File: src/eeprom_host_pkg.sv
package eeprom_host_pkg;

  // ==========================================================================
  // Timing
  // ==========================================================================
  localparam int CLK_PERIOD_NS = 100;
  localparam int SCL_PERIOD_NS = 10000;
  // A quarter of the serial clock period, rounded up to whole cycles.
  localparam int QTR_CYC = (SCL_PERIOD_NS + 4 * CLK_PERIOD_NS - 1) / (4 * CLK_PERIOD_NS);
  localparam logic [5:0] QTR_LAST = 6'(QTR_CYC - 1);
  // Longest self-timed write cycle of the device.
  localparam int WRITE_CYCLE_MS = 5;
  localparam int WRITE_CYCLE_CYC = WRITE_CYCLE_MS * 1000000 / CLK_PERIOD_NS;
  // One poll is a start, nine bits and a stop: eleven serial clock periods.
  localparam int POLL_CYC = 11 * 4 * QTR_CYC;
  // Polls allowed before giving up: twice the longest write cycle.
  localparam logic [7:0] POLL_LIMIT = 8'(2 * WRITE_CYCLE_CYC / POLL_CYC + 1);

  // ==========================================================================
  // Register map
  // ==========================================================================
  localparam logic [7:0] REG_CTRL = 8'h00;
  localparam logic [7:0] REG_ADDR = 8'h04;
  localparam logic [7:0] REG_CMD = 8'h08;
  localparam logic [7:0] REG_STAT = 8'h0c;
  localparam logic [7:0] BUF_BASE = 8'h80;
  localparam int BUF_SEL_BIT = 7;

  localparam int CTRL_CS_LSB = 0;
  localparam int CTRL_LOCK_BIT = 3;
  localparam int CMD_OP_LSB = 0;
  localparam int CMD_LEN_LSB = 8;
  localparam int STAT_BUSY_BIT = 0;
  localparam int STAT_NACK_BIT = 1;
  localparam int STAT_RANGE_BIT = 2;
  localparam int STAT_POLL_BIT = 3;
  localparam int STAT_DONE_BIT = 4;
  localparam int STAT_PTR_LSB = 16;

  // ==========================================================================
  // Commands and sizes
  // ==========================================================================
  localparam logic [2:0] OP_WRITE = 3'h1;
  localparam logic [2:0] OP_READ_CUR = 3'h2;
  localparam logic [2:0] OP_READ_RAND = 3'h3;
  localparam logic [2:0] OP_POLL = 3'h4;

  localparam int PAGE_BYTES = 32;
  localparam logic [5:0] PAGE_LEN = 6'h20;
  localparam int WADDR_BITS = 13;
  localparam logic [12:0] WADDR_RST = 13'h0000;

  typedef struct packed {
    logic [2:0] op;
    logic [5:0] len;
  } cmd_t;

  typedef struct packed {
    logic [2:0] cs;
    logic lock;
  } ctrl_t;

  typedef enum {ACT_START, ACT_TX, ACT_RX, ACT_STOP} act_t;
  typedef enum {E_IDLE, E_START, E_BIT, E_STOP} eng_t;
  typedef enum {
    S_IDLE, S_START, S_CTRL, S_AHI, S_ALO, S_DATA, S_RSTART, S_CTRLR, S_READ,
    S_STOP, S_PSTART, S_PCTRL
  } seq_t;

endpackage : eeprom_host_pkg

File: src/eeprom_host.sv
// Design decisions made here: the address map and the strobed register port.
`timescale 1ns/1ns
// Function
// - Write starts with Start, device code, three select bits, direction low, acked.
// - High then low word-address byte follow, each acknowledged, loading the pointer.
// - Byte write sends one data byte; Stop starts the device write cycle.
// - Page write sends up to 31 more bytes before Stop commits them.
// - Controller refuses page writes crossing a 32-byte page boundary.
// - After write Stop, repeat Start plus write control byte until acknowledged.
// - Read uses direction bit one; current, random and sequential reads exist.
// - Current read: ack control byte, one byte out, master no-ack and Stop.
// - Random read: write control, both address bytes, then repeated Start.
// - In sequential read each master ack fetches the next byte.
// - Sequential read ends with no acknowledge on the last byte, then Stop.
module eeprom_host
  import eeprom_host_pkg::*;
#(
  parameter logic [3:0] DEV_TYPE = 4'h6  // Device type code; value arbitrary.
) (
  input wire logic I_CLK,  // System clock
  input wire logic I_RESET_N,  // Synchronous reset, active low
  input wire logic I_CE,  // Clock enable, freezes all state when low
  input wire logic [7:0] I_ADDR,  // Register byte address
  input wire logic [31:0] I_WDATA,  // Register write data
  input wire logic I_WR,  // Register write strobe
  input wire logic I_RD,  // Register read strobe
  output logic [31:0] O_RDATA,  // Register read data, cycle after strobe
  input wire logic I_SDA,  // Serial data line level
  output logic O_SCL,  // Serial clock driven to the device
  output logic O_SDA_O,  // Serial data drive value, always low
  output logic O_SDA_OE_N,  // Serial data pull-down enable, active low
  output logic O_WP  // Array lock pin driven to the device
);

  function automatic logic [7:0] ctrl_byte(input logic [2:0] cs, input logic rd);
    ctrl_byte = {DEV_TYPE, cs, rd};
  endfunction : ctrl_byte

  // ==========================================================================
  // Registers and state
  // ==========================================================================
  ctrl_t ctrl_r;
  cmd_t cmd_r;
  logic [12:0] waddr_r;
  logic [12:0] ptr_r;
  logic err_nack_r, err_range_r, err_poll_r, done_r;
  logic [7:0] buf_r [0:PAGE_BYTES-1];
  logic sda_s1_r, sda_s2_r;
  eng_t eng_r;
  logic [5:0] div_r;
  logic [1:0] q_r;
  logic [3:0] bcnt_r;
  logic [7:0] sh_r;
  logic rx_r, ack_out_r, ack_seen_r, eng_done_r;
  seq_t seq_r;
  logic pend_r, poll_pend_r;
  logic [4:0] idx_r;
  logic [7:0] polls_r;
  logic go;
  act_t act;
  logic [7:0] tx_byte;
  logic last_byte;
  logic qtick;
  logic wr_hit, buf_hit;
  cmd_t cmd_in;
  logic range_bad;

  assign qtick = (div_r == QTR_LAST);
  assign last_byte = ({1'b0, idx_r} + 6'h01) == cmd_r.len;
  assign wr_hit = I_WR && !I_ADDR[BUF_SEL_BIT];
  assign buf_hit = I_ADDR[BUF_SEL_BIT];
  assign cmd_in = '{op: I_WDATA[CMD_OP_LSB+:3], len: I_WDATA[CMD_LEN_LSB+:6]};
  assign range_bad = (cmd_in.len == 6'h00) || (cmd_in.len > PAGE_LEN) ||
                     ((cmd_in.op == OP_WRITE) &&
                      ({1'b0, waddr_r[4:0]} + cmd_in.len > PAGE_LEN));

  // ==========================================================================
  // Data line synchroniser
  // ==========================================================================
  always_ff @(posedge I_CLK) begin
    if (!I_RESET_N) begin
      sda_s1_r <= 1'b1;
      sda_s2_r <= 1'b1;
    end else if (I_CE) begin
      sda_s1_r <= I_SDA;
      sda_s2_r <= sda_s1_r;
    end
  end

  // ==========================================================================
  // Software registers
  // ==========================================================================
  always_ff @(posedge I_CLK) begin
    if (!I_RESET_N) begin
      ctrl_r <= '0;
      waddr_r <= WADDR_RST;
      O_RDATA <= '0;
    end else if (I_CE) begin
      if (wr_hit && I_ADDR == REG_CTRL) begin
        ctrl_r <= '{cs: I_WDATA[CTRL_CS_LSB+:3], lock: I_WDATA[CTRL_LOCK_BIT]};
      end
      if (wr_hit && I_ADDR == REG_ADDR) begin
        waddr_r <= I_WDATA[WADDR_BITS-1:0];
      end
      O_RDATA <= '0;
      if (I_RD && buf_hit) begin
        O_RDATA <= {24'h000000, buf_r[I_ADDR[6:2]]};
      end else if (I_RD) begin
        unique case (I_ADDR)
          REG_CTRL: O_RDATA <= 32'({ctrl_r.lock, ctrl_r.cs});
          REG_ADDR: O_RDATA <= 32'(waddr_r);
          REG_CMD: O_RDATA <= 32'({cmd_r.len, 5'h00, cmd_r.op});
          REG_STAT: begin
            O_RDATA <= '0;
            O_RDATA[STAT_BUSY_BIT] <= (seq_r != S_IDLE);
            O_RDATA[STAT_NACK_BIT] <= err_nack_r;
            O_RDATA[STAT_RANGE_BIT] <= err_range_r;
            O_RDATA[STAT_POLL_BIT] <= err_poll_r;
            O_RDATA[STAT_DONE_BIT] <= done_r;
            O_RDATA[STAT_PTR_LSB+:WADDR_BITS] <= ptr_r;
          end
          default: O_RDATA <= '0;
        endcase
      end
    end
  end

  // lock pin follows the control bit, held while the sequencer is in S_STOP
  always_ff @(posedge I_CLK) begin
    if (!I_RESET_N) begin
      O_WP <= 1'b0;
    end else if (I_CE && seq_r != S_STOP) begin
      O_WP <= ctrl_r.lock;
    end
  end

  // ==========================================================================
  // Page buffer
  // ==========================================================================
  always_ff @(posedge I_CLK) begin
    if (I_CE) begin
      if (eng_done_r && seq_r == S_READ) begin
        buf_r[idx_r] <= sh_r;
      end else if (I_WR && buf_hit && seq_r == S_IDLE) begin
        buf_r[I_ADDR[6:2]] <= I_WDATA[7:0];
      end
    end
  end

  // ==========================================================================
  // Action chosen per sequencer state
  // ==========================================================================
  always_comb begin
    act = ACT_STOP;
    tx_byte = 8'hff;
    unique case (seq_r)
      S_START, S_RSTART, S_PSTART: act = ACT_START;
      S_CTRL: begin
        act = ACT_TX;
        tx_byte = ctrl_byte(ctrl_r.cs, cmd_r.op == OP_READ_CUR);
      end
      S_PCTRL: begin
        act = ACT_TX;
        tx_byte = ctrl_byte(ctrl_r.cs, 1'b0);
      end
      // high byte first, top bits zero
      S_AHI: begin
        act = ACT_TX;
        tx_byte = {3'h0, waddr_r[12:8]};
      end
      S_ALO: begin
        act = ACT_TX;
        tx_byte = waddr_r[7:0];
      end
      S_DATA: begin
        act = ACT_TX;
        tx_byte = buf_r[idx_r];
      end
      S_CTRLR: begin
        act = ACT_TX;
        tx_byte = ctrl_byte(ctrl_r.cs, 1'b1);
      end
      S_READ: act = ACT_RX;
      S_STOP: act = ACT_STOP;
      S_IDLE: act = ACT_STOP;
    endcase
  end

  assign go = (seq_r != S_IDLE) && !pend_r;

  // ==========================================================================
  // Bit engine
  // ==========================================================================
  always_ff @(posedge I_CLK) begin
    if (!I_RESET_N) begin
      eng_r <= E_IDLE;
      div_r <= '0;
      q_r <= '0;
      bcnt_r <= '0;
      sh_r <= '0;
      rx_r <= 1'b0;
      ack_out_r <= 1'b0;
      ack_seen_r <= 1'b0;
      eng_done_r <= 1'b0;
      O_SCL <= 1'b1;
      O_SDA_O <= 1'b0;
      O_SDA_OE_N <= 1'b1;
    end else if (I_CE) begin
      eng_done_r <= 1'b0;
      if (eng_r == E_IDLE) begin
        div_r <= '0;
        q_r <= '0;
        bcnt_r <= '0;
        if (go) begin
          sh_r <= tx_byte;
          rx_r <= (act == ACT_RX);
          // acknowledge all but the last byte
          ack_out_r <= !last_byte;
          unique case (act)
            ACT_START: eng_r <= E_START;
            ACT_STOP: eng_r <= E_STOP;
            ACT_TX, ACT_RX: eng_r <= E_BIT;
          endcase
        end
      end else begin
        div_r <= qtick ? 6'h00 : div_r + 6'h01;
        if (qtick) begin
          q_r <= q_r + 2'h1;
          unique case (q_r)
            2'h0: begin
              O_SCL <= (eng_r == E_START) ? O_SCL : 1'b0;
              if (eng_r == E_START) begin
                O_SDA_OE_N <= 1'b1;
              end else if (eng_r == E_STOP) begin
                O_SDA_OE_N <= 1'b0;
              end else if (bcnt_r == 4'h8) begin
                // no acknowledge on the last byte
                O_SDA_OE_N <= rx_r ? !ack_out_r : 1'b1;
              end else begin
                O_SDA_OE_N <= rx_r ? 1'b1 : sh_r[7];
              end
            end
            2'h1: O_SCL <= 1'b1;
            2'h2: begin
              if (eng_r == E_START) begin
                O_SDA_OE_N <= 1'b0;
              end else if (eng_r == E_STOP) begin
                O_SDA_OE_N <= 1'b1;
              end else if (bcnt_r == 4'h8) begin
                ack_seen_r <= !sda_s2_r;
              end else begin
                sh_r <= {sh_r[6:0], sda_s2_r};
              end
            end
            2'h3: begin
              if (eng_r != E_STOP) begin
                O_SCL <= 1'b0;
              end
              if (eng_r == E_BIT && bcnt_r != 4'h8) begin
                bcnt_r <= bcnt_r + 4'h1;
              end else begin
                eng_r <= E_IDLE;
                eng_done_r <= 1'b1;
              end
            end
          endcase
        end
      end
    end
  end

  // ==========================================================================
  // Command sequencer
  // ==========================================================================
  always_ff @(posedge I_CLK) begin
    if (!I_RESET_N) begin
      seq_r <= S_IDLE;
      cmd_r <= '0;
      pend_r <= 1'b0;
      poll_pend_r <= 1'b0;
      idx_r <= '0;
      polls_r <= '0;
      ptr_r <= WADDR_RST;
      err_nack_r <= 1'b0;
      err_range_r <= 1'b0;
      err_poll_r <= 1'b0;
      done_r <= 1'b0;
    end else if (I_CE) begin
      if (go) begin
        pend_r <= 1'b1;
      end
      if (seq_r == S_IDLE && wr_hit && I_ADDR == REG_CMD) begin
        cmd_r <= cmd_in;
        idx_r <= '0;
        polls_r <= '0;
        err_nack_r <= 1'b0;
        err_poll_r <= 1'b0;
        done_r <= 1'b0;
        err_range_r <= range_bad && cmd_in.op != OP_POLL;
        poll_pend_r <= (cmd_in.op == OP_POLL);
        if (cmd_in.op == OP_POLL) begin
          seq_r <= S_PSTART;
        end else if (range_bad) begin
          done_r <= 1'b1;
        end else begin
          seq_r <= S_START;
        end
      end else if (eng_done_r) begin
        pend_r <= 1'b0;
        unique case (seq_r)
          S_START: seq_r <= S_CTRL;
          // no acknowledge means no device answered
          S_CTRL: begin
            if (!ack_seen_r) begin
              err_nack_r <= 1'b1;
              seq_r <= S_STOP;
            end else begin
              // current read goes straight to data
              seq_r <= (cmd_r.op == OP_READ_CUR) ? S_READ : S_AHI;
            end
          end
          S_AHI: begin
            err_nack_r <= !ack_seen_r;
            seq_r <= ack_seen_r ? S_ALO : S_STOP;
          end
          // pointer loaded from both address bytes
          S_ALO: begin
            err_nack_r <= !ack_seen_r;
            ptr_r <= waddr_r;
            // random read restarts after the address
            seq_r <= !ack_seen_r ? S_STOP : (cmd_r.op == OP_WRITE) ? S_DATA : S_RSTART;
          end
          // up to a page of data bytes
          S_DATA: begin
            // only the low five bits advance
            ptr_r[4:0] <= ptr_r[4:0] + 5'h01;
            idx_r <= idx_r + 5'h01;
            err_nack_r <= !ack_seen_r;
            // Stop after the last byte starts the write
            seq_r <= (!ack_seen_r || last_byte) ? S_STOP : S_DATA;
            poll_pend_r <= ack_seen_r && last_byte;
          end
          // repeated Start keeps the loaded pointer
          S_RSTART: seq_r <= S_CTRLR;
          S_CTRLR: begin
            err_nack_r <= !ack_seen_r;
            seq_r <= ack_seen_r ? S_READ : S_STOP;
          end
          S_READ: begin
            ptr_r <= ptr_r + 13'h0001;
            idx_r <= idx_r + 5'h01;
            seq_r <= last_byte ? S_STOP : S_READ;
          end
          S_STOP: begin
            seq_r <= poll_pend_r ? S_PSTART : S_IDLE;
            done_r <= !poll_pend_r;
          end
          S_PSTART: seq_r <= S_PCTRL;
          S_PCTRL: begin
            polls_r <= polls_r + 8'h01;
            seq_r <= S_STOP;
            if (ack_seen_r) begin
              poll_pend_r <= 1'b0;
            // give up well after the longest write cycle
            end else if (polls_r == POLL_LIMIT) begin
              poll_pend_r <= 1'b0;
              err_poll_r <= 1'b1;
            end
          end
          S_IDLE: seq_r <= S_IDLE;
        endcase
      end
    end
  end

endmodule : eeprom_host

File: config.mk
export PLATFORM = sky130hd
export DESIGN_NAME = eeprom_host
export DESIGN_NICKNAME = d
export VERILOG_FILES = /design/src/eeprom_host_pkg.sv /design/src/eeprom_host.sv
export SDC_FILE = /design/constraint.sdc
export NUM_CORES = 1
export LEC_CHECK = 0
export ABC_AREA = 1
export ABC_CLOCK_PERIOD_IN_PS = 4100
export BUFFER_PORTS_ARGS = -buffer_cell sky130_fd_sc_hd__clkbuf_2
export CORE_UTILIZATION = 55
export DETAILED_ROUTE_END_ITERATION = 8
export PLACE_DENSITY = 0.73
export SYNTH_ARGS = -nofsm -noshare
export SYNTH_HDL_FRONTEND = slang
export SYNTH_SLANG_ARGS = --single-unit
File: constraint.sdc
create_clock -name I_CLK -period 4.1 [get_ports I_CLK]
set_clock_uncertainty 0.05 [all_clocks]
set_input_delay 0 -clock I_CLK [delete_from_list [all_inputs] [get_ports I_CLK]]
set_output_delay 0 -clock I_CLK [all_outputs]
set_load 0.05 [all_outputs]
Word level (Yosys, flattened, before mapping)
Memory sizes are Yosys's and may differ from the RTL's. A register that Yosys moved wholly into a read port is not among the register bits.
Cells that the tools add are included.
{ "word_totals": {"reg_bits": 183, "ramBits": 256, "input_bits": 46, "out_inout_bits": 36, "word_cells": 268, "mem_count": 1} }
{ "memory_table": {"columns": ["name", "words", "width", "read_ports", "rd_clocked_by_memory_dff", "wr", "line", "text"], "rows": [
  ["buf_r", 32, 8, 2, 1, 1, "eeprom_host.sv:47", "logic [7:0] buf_r [0:PAGE_BYTES-1];"]
]} }
{ "op_classes": {"n_addsub": 9, "order_cmp": 2, "n_eq_ne": 49, "muxes": 97, "bitwise": 4, "reduce_logical": 75} }
{ "op_table": {"columns": ["op", "count"], "rows": [
  ["case mux 32 bit (12 select lines)", 1],
  ["two-way mux 32 bit", 9],
  ["== test 32 x 3 -> 1 bit, second input constant", 7],
  ["== test 32 x 2 -> 1 bit, second input constant", 5],
  ["== test 32 x 4 -> 1 bit, second input constant", 4],
  ["zero test 32 bit", 4],
  ["case mux 32 bit (4 select lines)", 1],
  ["case mux 29 bit (4 select lines)", 1],
  ["case mux 32 bit (3 select lines)", 1],
  ["two-way mux 8 bit", 11],
  ["== test 32 x 1 -> 1 bit, second input constant", 2],
  ["two-way mux 29 bit", 2],
  ["case mux 8 bit (6 select lines)", 1],
  ["two-way mux 1 bit", 43],
  ["two-way mux 4 bit", 10],
  ["== test 32 x 5 -> 1 bit, second input constant", 1],
  ["!= test 32 x 3 -> 1 bit, second input constant", 1],
  ["!= test 32 x 5 -> 1 bit, second input constant", 1],
  ["nonzero test 32 bit", 1],
  ["two-way mux 5 bit", 6],
  ["nonzero test 2 bit", 11],
  ["AND reduction 4 bit", 5],
  ["== test 8 x 4 -> 1 bit, second input constant", 2],
  ["case mux 8 bit (2 select lines)", 1],
  ["other kinds (47)", 105]
]} }

Longest topological paths before layout
{ "logic_depth": {"depth_word": 8, "depth_mapped": 17} }

Worst setup path after synthesis
Ideal clock, no wire load.
{ "synth_path": {"kind": "register -> register", "startpoint": "register seq_r[1]", "endpoint": "memory buf_r[0][3] (data pin)", "setup_time_ns": 0.454, "arrival_ns": 2.450, "required_time_ns": 3.596, "path_slack_ns": 1.146, "stages_incl_launch_ff": 10, "synth_period_minus_slack_ns": 2.954, "path_cell_list": "dfxtp_1 > inv_2 > nand2_1 > inv_1 > nand2_1 > inv_2 > nand2_2 > inv_2 > buf_2 > o21ai_0"} }
{ "synth_via": {"elab_chain_cells": 8} }
{ "synth_rtl": {"columns": ["item", "line", "text"], "rows": [
  ["start: declaration", "eeprom_host.sv:55", "seq_t seq_r;"],
  ["start signal: assignment", "eeprom_host.sv:319", "seq_r <= (cmd_r.op == OP_READ_CUR) ? S_READ : S_AHI;"],
  ["start signal: assignment", "eeprom_host.sv:324", "seq_r <= ack_seen_r ? S_ALO : S_STOP;"],
  ["start signal: assignment", "eeprom_host.sv:331", "seq_r <= !ack_seen_r ? S_STOP : (cmd_r.op == OP_WRITE) ? S_DATA : S_RSTART;"],
  ["zero test 32 bit", "eeprom_host.sv:144", "end else if (I_WR && buf_hit && seq_r == S_IDLE) begin"],
  ["logical AND 1 bit", "eeprom_host.sv:144", null],
  ["two-way mux 1 bit", "eeprom_host.sv:144", null],
  ["two-way mux 1 bit *", "eeprom_host.sv:142", "if (eng_done_r && seq_r == S_READ) begin"],
  ["two-way mux 1 bit *", "eeprom_host.sv:141", "if (I_CE) begin"],
  ["two-way mux 1 bit (implied by the code) *", "eeprom_host.sv:145", "buf_r[I_ADDR[6:2]] <= I_WDATA[7:0];"],
  ["OR reduction 8 bit (no line) *", null, null],
  ["two-way mux 8 bit (no line) *", null, null],
  ["end: declaration", "eeprom_host.sv:47", null]
]} }
Every way passes the cells marked *; elsewhere a longest branch is shown, timed or not.

Worst setup path after layout
{ "layout_path": {"startpoint": "register seq_r[1]", "endpoint": "memory buf_r[18][1], enable pin"} }
{ "layout_via": {"elab_chain_cells": 8} }
{ "layout_rtl": {"columns": ["item", "line"], "rows": [
  ["zero test 32 bit", "eeprom_host.sv:144"],
  ["logical AND 1 bit", "eeprom_host.sv:144"],
  ["two-way mux 1 bit", "eeprom_host.sv:144"],
  ["two-way mux 1 bit", "eeprom_host.sv:142"],
  ["two-way mux 1 bit", "eeprom_host.sv:141"],
  ["two-way mux 1 bit (implied by the code)", "eeprom_host.sv:145"],
  ["OR reduction 8 bit (no line)", null],
  ["two-way mux 5 bit (no line) or two-way mux 1 bit (tied branches)", null]
]} }
Parallel ways exist; a longest one is shown, timed or not.

==> summary.txt <==
Status
  • Status: finished clean

Pwr
  • Static leakage: 0.008340 µW
  • Power Density: 371.7 mW/mm²
  • Worst VDD drop: 0.0004794 V

Global route
  • First-pass GRT wire length: 92380 µm
  • Vias in the first global route: 16.24k
  • Largest net degree at the start of global routing: 88
  • GRT Residual Overflow: 0
  • Initial antenna violation count: 1
  • GR Util All Layers: 0.3393

Logic synthesis
  • Mapped Area: 0.01918 mm²
  • Synthesized flop and latch total: between 300 and 400
  • Post-Synthesis Mean Instance Area: 8.253 µm²
  • Register area share after synthesis: 0.5312
  • Synth unique cells: 58
  • Ys Warns: 0
  • Number of flops mapped to enable cells by yosys: 256
  • Post-synthesis async set-or-reset flop share: 0
  • Most used DFF post-synth: edfxtp_1
  • Gate count of the mapped netlist: 2324

Detailed routing
  • DR pass1 iterations: 5
  • Detail Route Antenna Nets: 0
  • Vias: ~18k
  • Initial drt markers: 2057
  • Final wirelength: ~60000 µm
  • Drt wl/cell: 21.04 µm
  • Avg Vias per Cell: 6.151
  • DRC violations left: 0

Floorplan
  • Die height: 188.7 µm
  • Die width: approximately 190 µm
  • Die area: 0.03562 mm²
  • Core area: between 0.03 and 0.04 mm²
  • Top Ports: 82
  • Row cnt: 68
  • Starting density of the core: 0.5566

Hold path
  • Type of the most critical hold path: in2reg
  • Hold Crit Start: I_WR

Cells and area
  • Footprint of the multi-input gates: slightly below 0.008 mm²
  • FF/Latch Area: 0.01019 mm²
  • Fin nets: ~2.5k
  • Final std cells w/o fill: 2871
  • # fillers: ~2.9k
  • Area growth syn-to-layout: 12.22%
  • Fraction of layout instances using a drive strength above 1: 0.08613
  • Final Util: 0.6247

STA
  • Fmax: 0.2958 GHz
  • Min cycle time layout: about 3.4 ns
  • Final number of hold-violating endpoints: 0
  • RSZ-0062 raised after global routing: false
  • Fin worst setup slack: 0.7188 ns
  • Rel. slew slack: 0.2274
  • Worst Tran Pin Value: ~1.2 ns
  • Final setup TNS: 0 ns
  • Final period util: 0.8247
  • Setup violators final: 0
  • Slew Viols, Final: 0

Setup path
  • CP startpoint kind: register
  • Crit path kind: reg2reg
  • Arr. time, crit path: 3.51 ns
  • Crit. End Element: register
  • Crit path from: seq_r[1]
  • Worst r2r src: seq_r[1]
  • WP data required: roughly 4.2 ns
  • Highest fanout seen on the critical path: 19

Clocking
  • Total CTS buffers: 40
  • Worst skew pair latency: about 0.57 ns
  • Clk root buf: clkbuf_16
  • Clk sinks: 381
  • Hold Buf Count CTS: 25
  • CTS max path bufs: 3
  • CTS tree: yes
  • Post_cts resized: 0
  • # H-tree levels: 2
  • Reg clk slew, reported paths: about 0.06 ns
  • # Post-CTS Setup Buffers: 0

Run
  • Max cap viols: 0

Placed design
  • Inst Count DP: 2774
  • Post-DP HPWL: roughly 40000 µm
  • IO buf count: 57
  • Dpl ws: 0.9296 ns
  • RD Place Congestion: 1.078
-- power breakdown --
part           leakage [µW]  total (µW)  switching, µW  internal, µW
registers           0.00337        4090           7.70          4080
logic               0.00437         426            316           110
clock network      0.000596        3480           1510          1980
total               0.00834        8000           1830          6170
-- state kept, by name, summed over array words and instances (netlist names), 2 cells and up, named ones only --
signal / flops
O_RDATA: 27
bcnt_r: 4
ctrl_r: 4
q_r: 2
div_r: 6
eng_r: 2
sh_r: 8
seq_r: 4
cmd_r: 9
polls_r: 8
buf_r: 256
waddr_r: 13
ptr_r: 13
idx_r: 5
-- cells in the mapped netlist, types with 4 or more instances --
| cell | n | area share |
|---|---|---|
| nand2_1 | 726 | 0.14 |
| nand3_1 | 293 | 0.076 |
| edfxtp_1 | 256 | 0.40 |
| inv_1 | 159 | 0.031 |
| a21oi_1 | 154 | 0.040 |
| nor2_1 | 133 | 0.026 |
| dfxtp_1 | 125 | 0.13 |
| o21ai_0 | 113 | 0.029 |
| clkbuf_1 | 81 | 0.016 |
| nand4_1 | 49 | 0.016 |
| a22oi_1 | 36 | 0.014 |
| buf_2 | 25 | 0.0065 |
| ha_1 | 23 | 0.015 |
| nor3_1 | 21 | 0.0055 |
| buf_1 | 12 | 0.0023 |
| o211ai_1 | 12 | 0.0047 |
| a31oi_1 | 9 | 0.0029 |
| o22ai_1 | 8 | 0.0026 |
| a211oi_1 | 7 | 0.0027 |
| buf_4 | 7 | 0.0027 |
| xnor2_1 | 7 | 0.0032 |
| o221ai_1 | 6 | 0.0027 |
| inv_2 | 5 | 0.00098 |
| o2111ai_1 | 5 | 0.0023 |
| nor2_2 | 4 | 0.0013 |
-- logic make-up (layout without fill, tap and decap cells) --
family / count (synthesis) / count (layout) / share of synthesized area
AOI/OAI and AO/OA: 367 / 367 / 0.1087
xor gates and xnor gates: 9 / 9 / 0.004110
adders and majority gates: 24 / 24 / 0.01605
buffers and inverters: 294 / 380 / 0.06112
DFF: 381 / 381 / 0.5312
other: 1 / 7 / 0.0001955
and+or+nand+nor: 1248 / 1248 / 0.2786
-- metrics by stage --
stage,total power (µW),hold WS (ns),area [µm²]
finish,8000,0.08028,21520
global route,8178,0.08180,21520
CTS,8001,0.05142,21520
detailed placement,4565,0.1902,20040
global placement,4560,0.1661,20040
floorplan,4411,0.07631,19200
-- layout by cell type (no fill, tap or decap), types with 3 or more instances in the layout --
| cell type | n |
|---|---|
| a22oi_1 | 36 |
| clkbuf_1 | 8 |
| inv_2 | 6 |
| dlygate4sd3_1 | 25 |
| nor2_4 | 6 |
| nand2_1 | 726 |
| o21ai_2 | 7 |
| nor3_1 | 21 |
| buf_4 | 58 |
| a31oi_1 | 9 |
| o211ai_1 | 12 |
| ha_1 | 23 |
| o21ai_0 | 106 |
| edfxtp_1 | 256 |
| nor2_1 | 132 |
| o221ai_1 | 6 |
| inv_1 | 158 |
| xnor2_1 | 7 |
| a211oi_1 | 7 |
| conb_1 | 6 |
| o22ai_1 | 8 |
| dfxtp_1 | 123 |
| nand4_1 | 49 |
| o21ai_1 | 3 |
| clkinv_1 | 9 |
| clkinv_2 | 6 |
| a21oi_1 | 154 |
| clkbuf_2 | 57 |
| or2_2 | 3 |
| clkbuf_8 | 3 |
| nand3_1 | 293 |
| clkbuf_16 | 40 |
| nand3b_1 | 3 |
| o2111ai_1 | 5 |
| clkinvlp_4 | 3 |
-- metal layers --
layer	wire (µm)	GRT usage	part of all wire
met1	23160	0.4540	0.38
met2	27770	0.5362	0.46
met3	6509	0.05495	0.11
met4	2957	0.1681	0.049
met5	0	0	0
-- worst paths after layout --
path                                      to  slack (ns)  depth (start not counted)
worst max register to register  buf_r[18][1]        0.72                         10
worst max-delay path            buf_r[18][1]        0.72                         10
worst min-delay path               ctrl_r[3]        0.08                          6
worst min register to register   O_RDATA[20]        0.41                          2
-- critical path, stage by stage, from the launching register on --
cell and delay [ns]:
dfxtp_1 0.41, inv_2 0.05, nand2_1 0.14, inv_1 0.06
nand2_1 0.12, inv_2 0.08, nand2_2 0.18, inv_2 0.19
o21ai_0 0.36, nand3_1 0.50, nor2_1 0.84
-- final cells by class --
class | instances | share of cell area
tap | 455 | 0.02645
sequential | 381 | 0.4736
timing repair buffer | 142 | 0.04697
multi-input combinational | 1654 | 0.3662
inverter | 167 | 0.02930
clock inverter | 20 | 0.007557
clock buffer | 51 | 0.04982
antenna | 1 | 0.0001163
No activity file was read; power rests on OpenSTA's default activity.
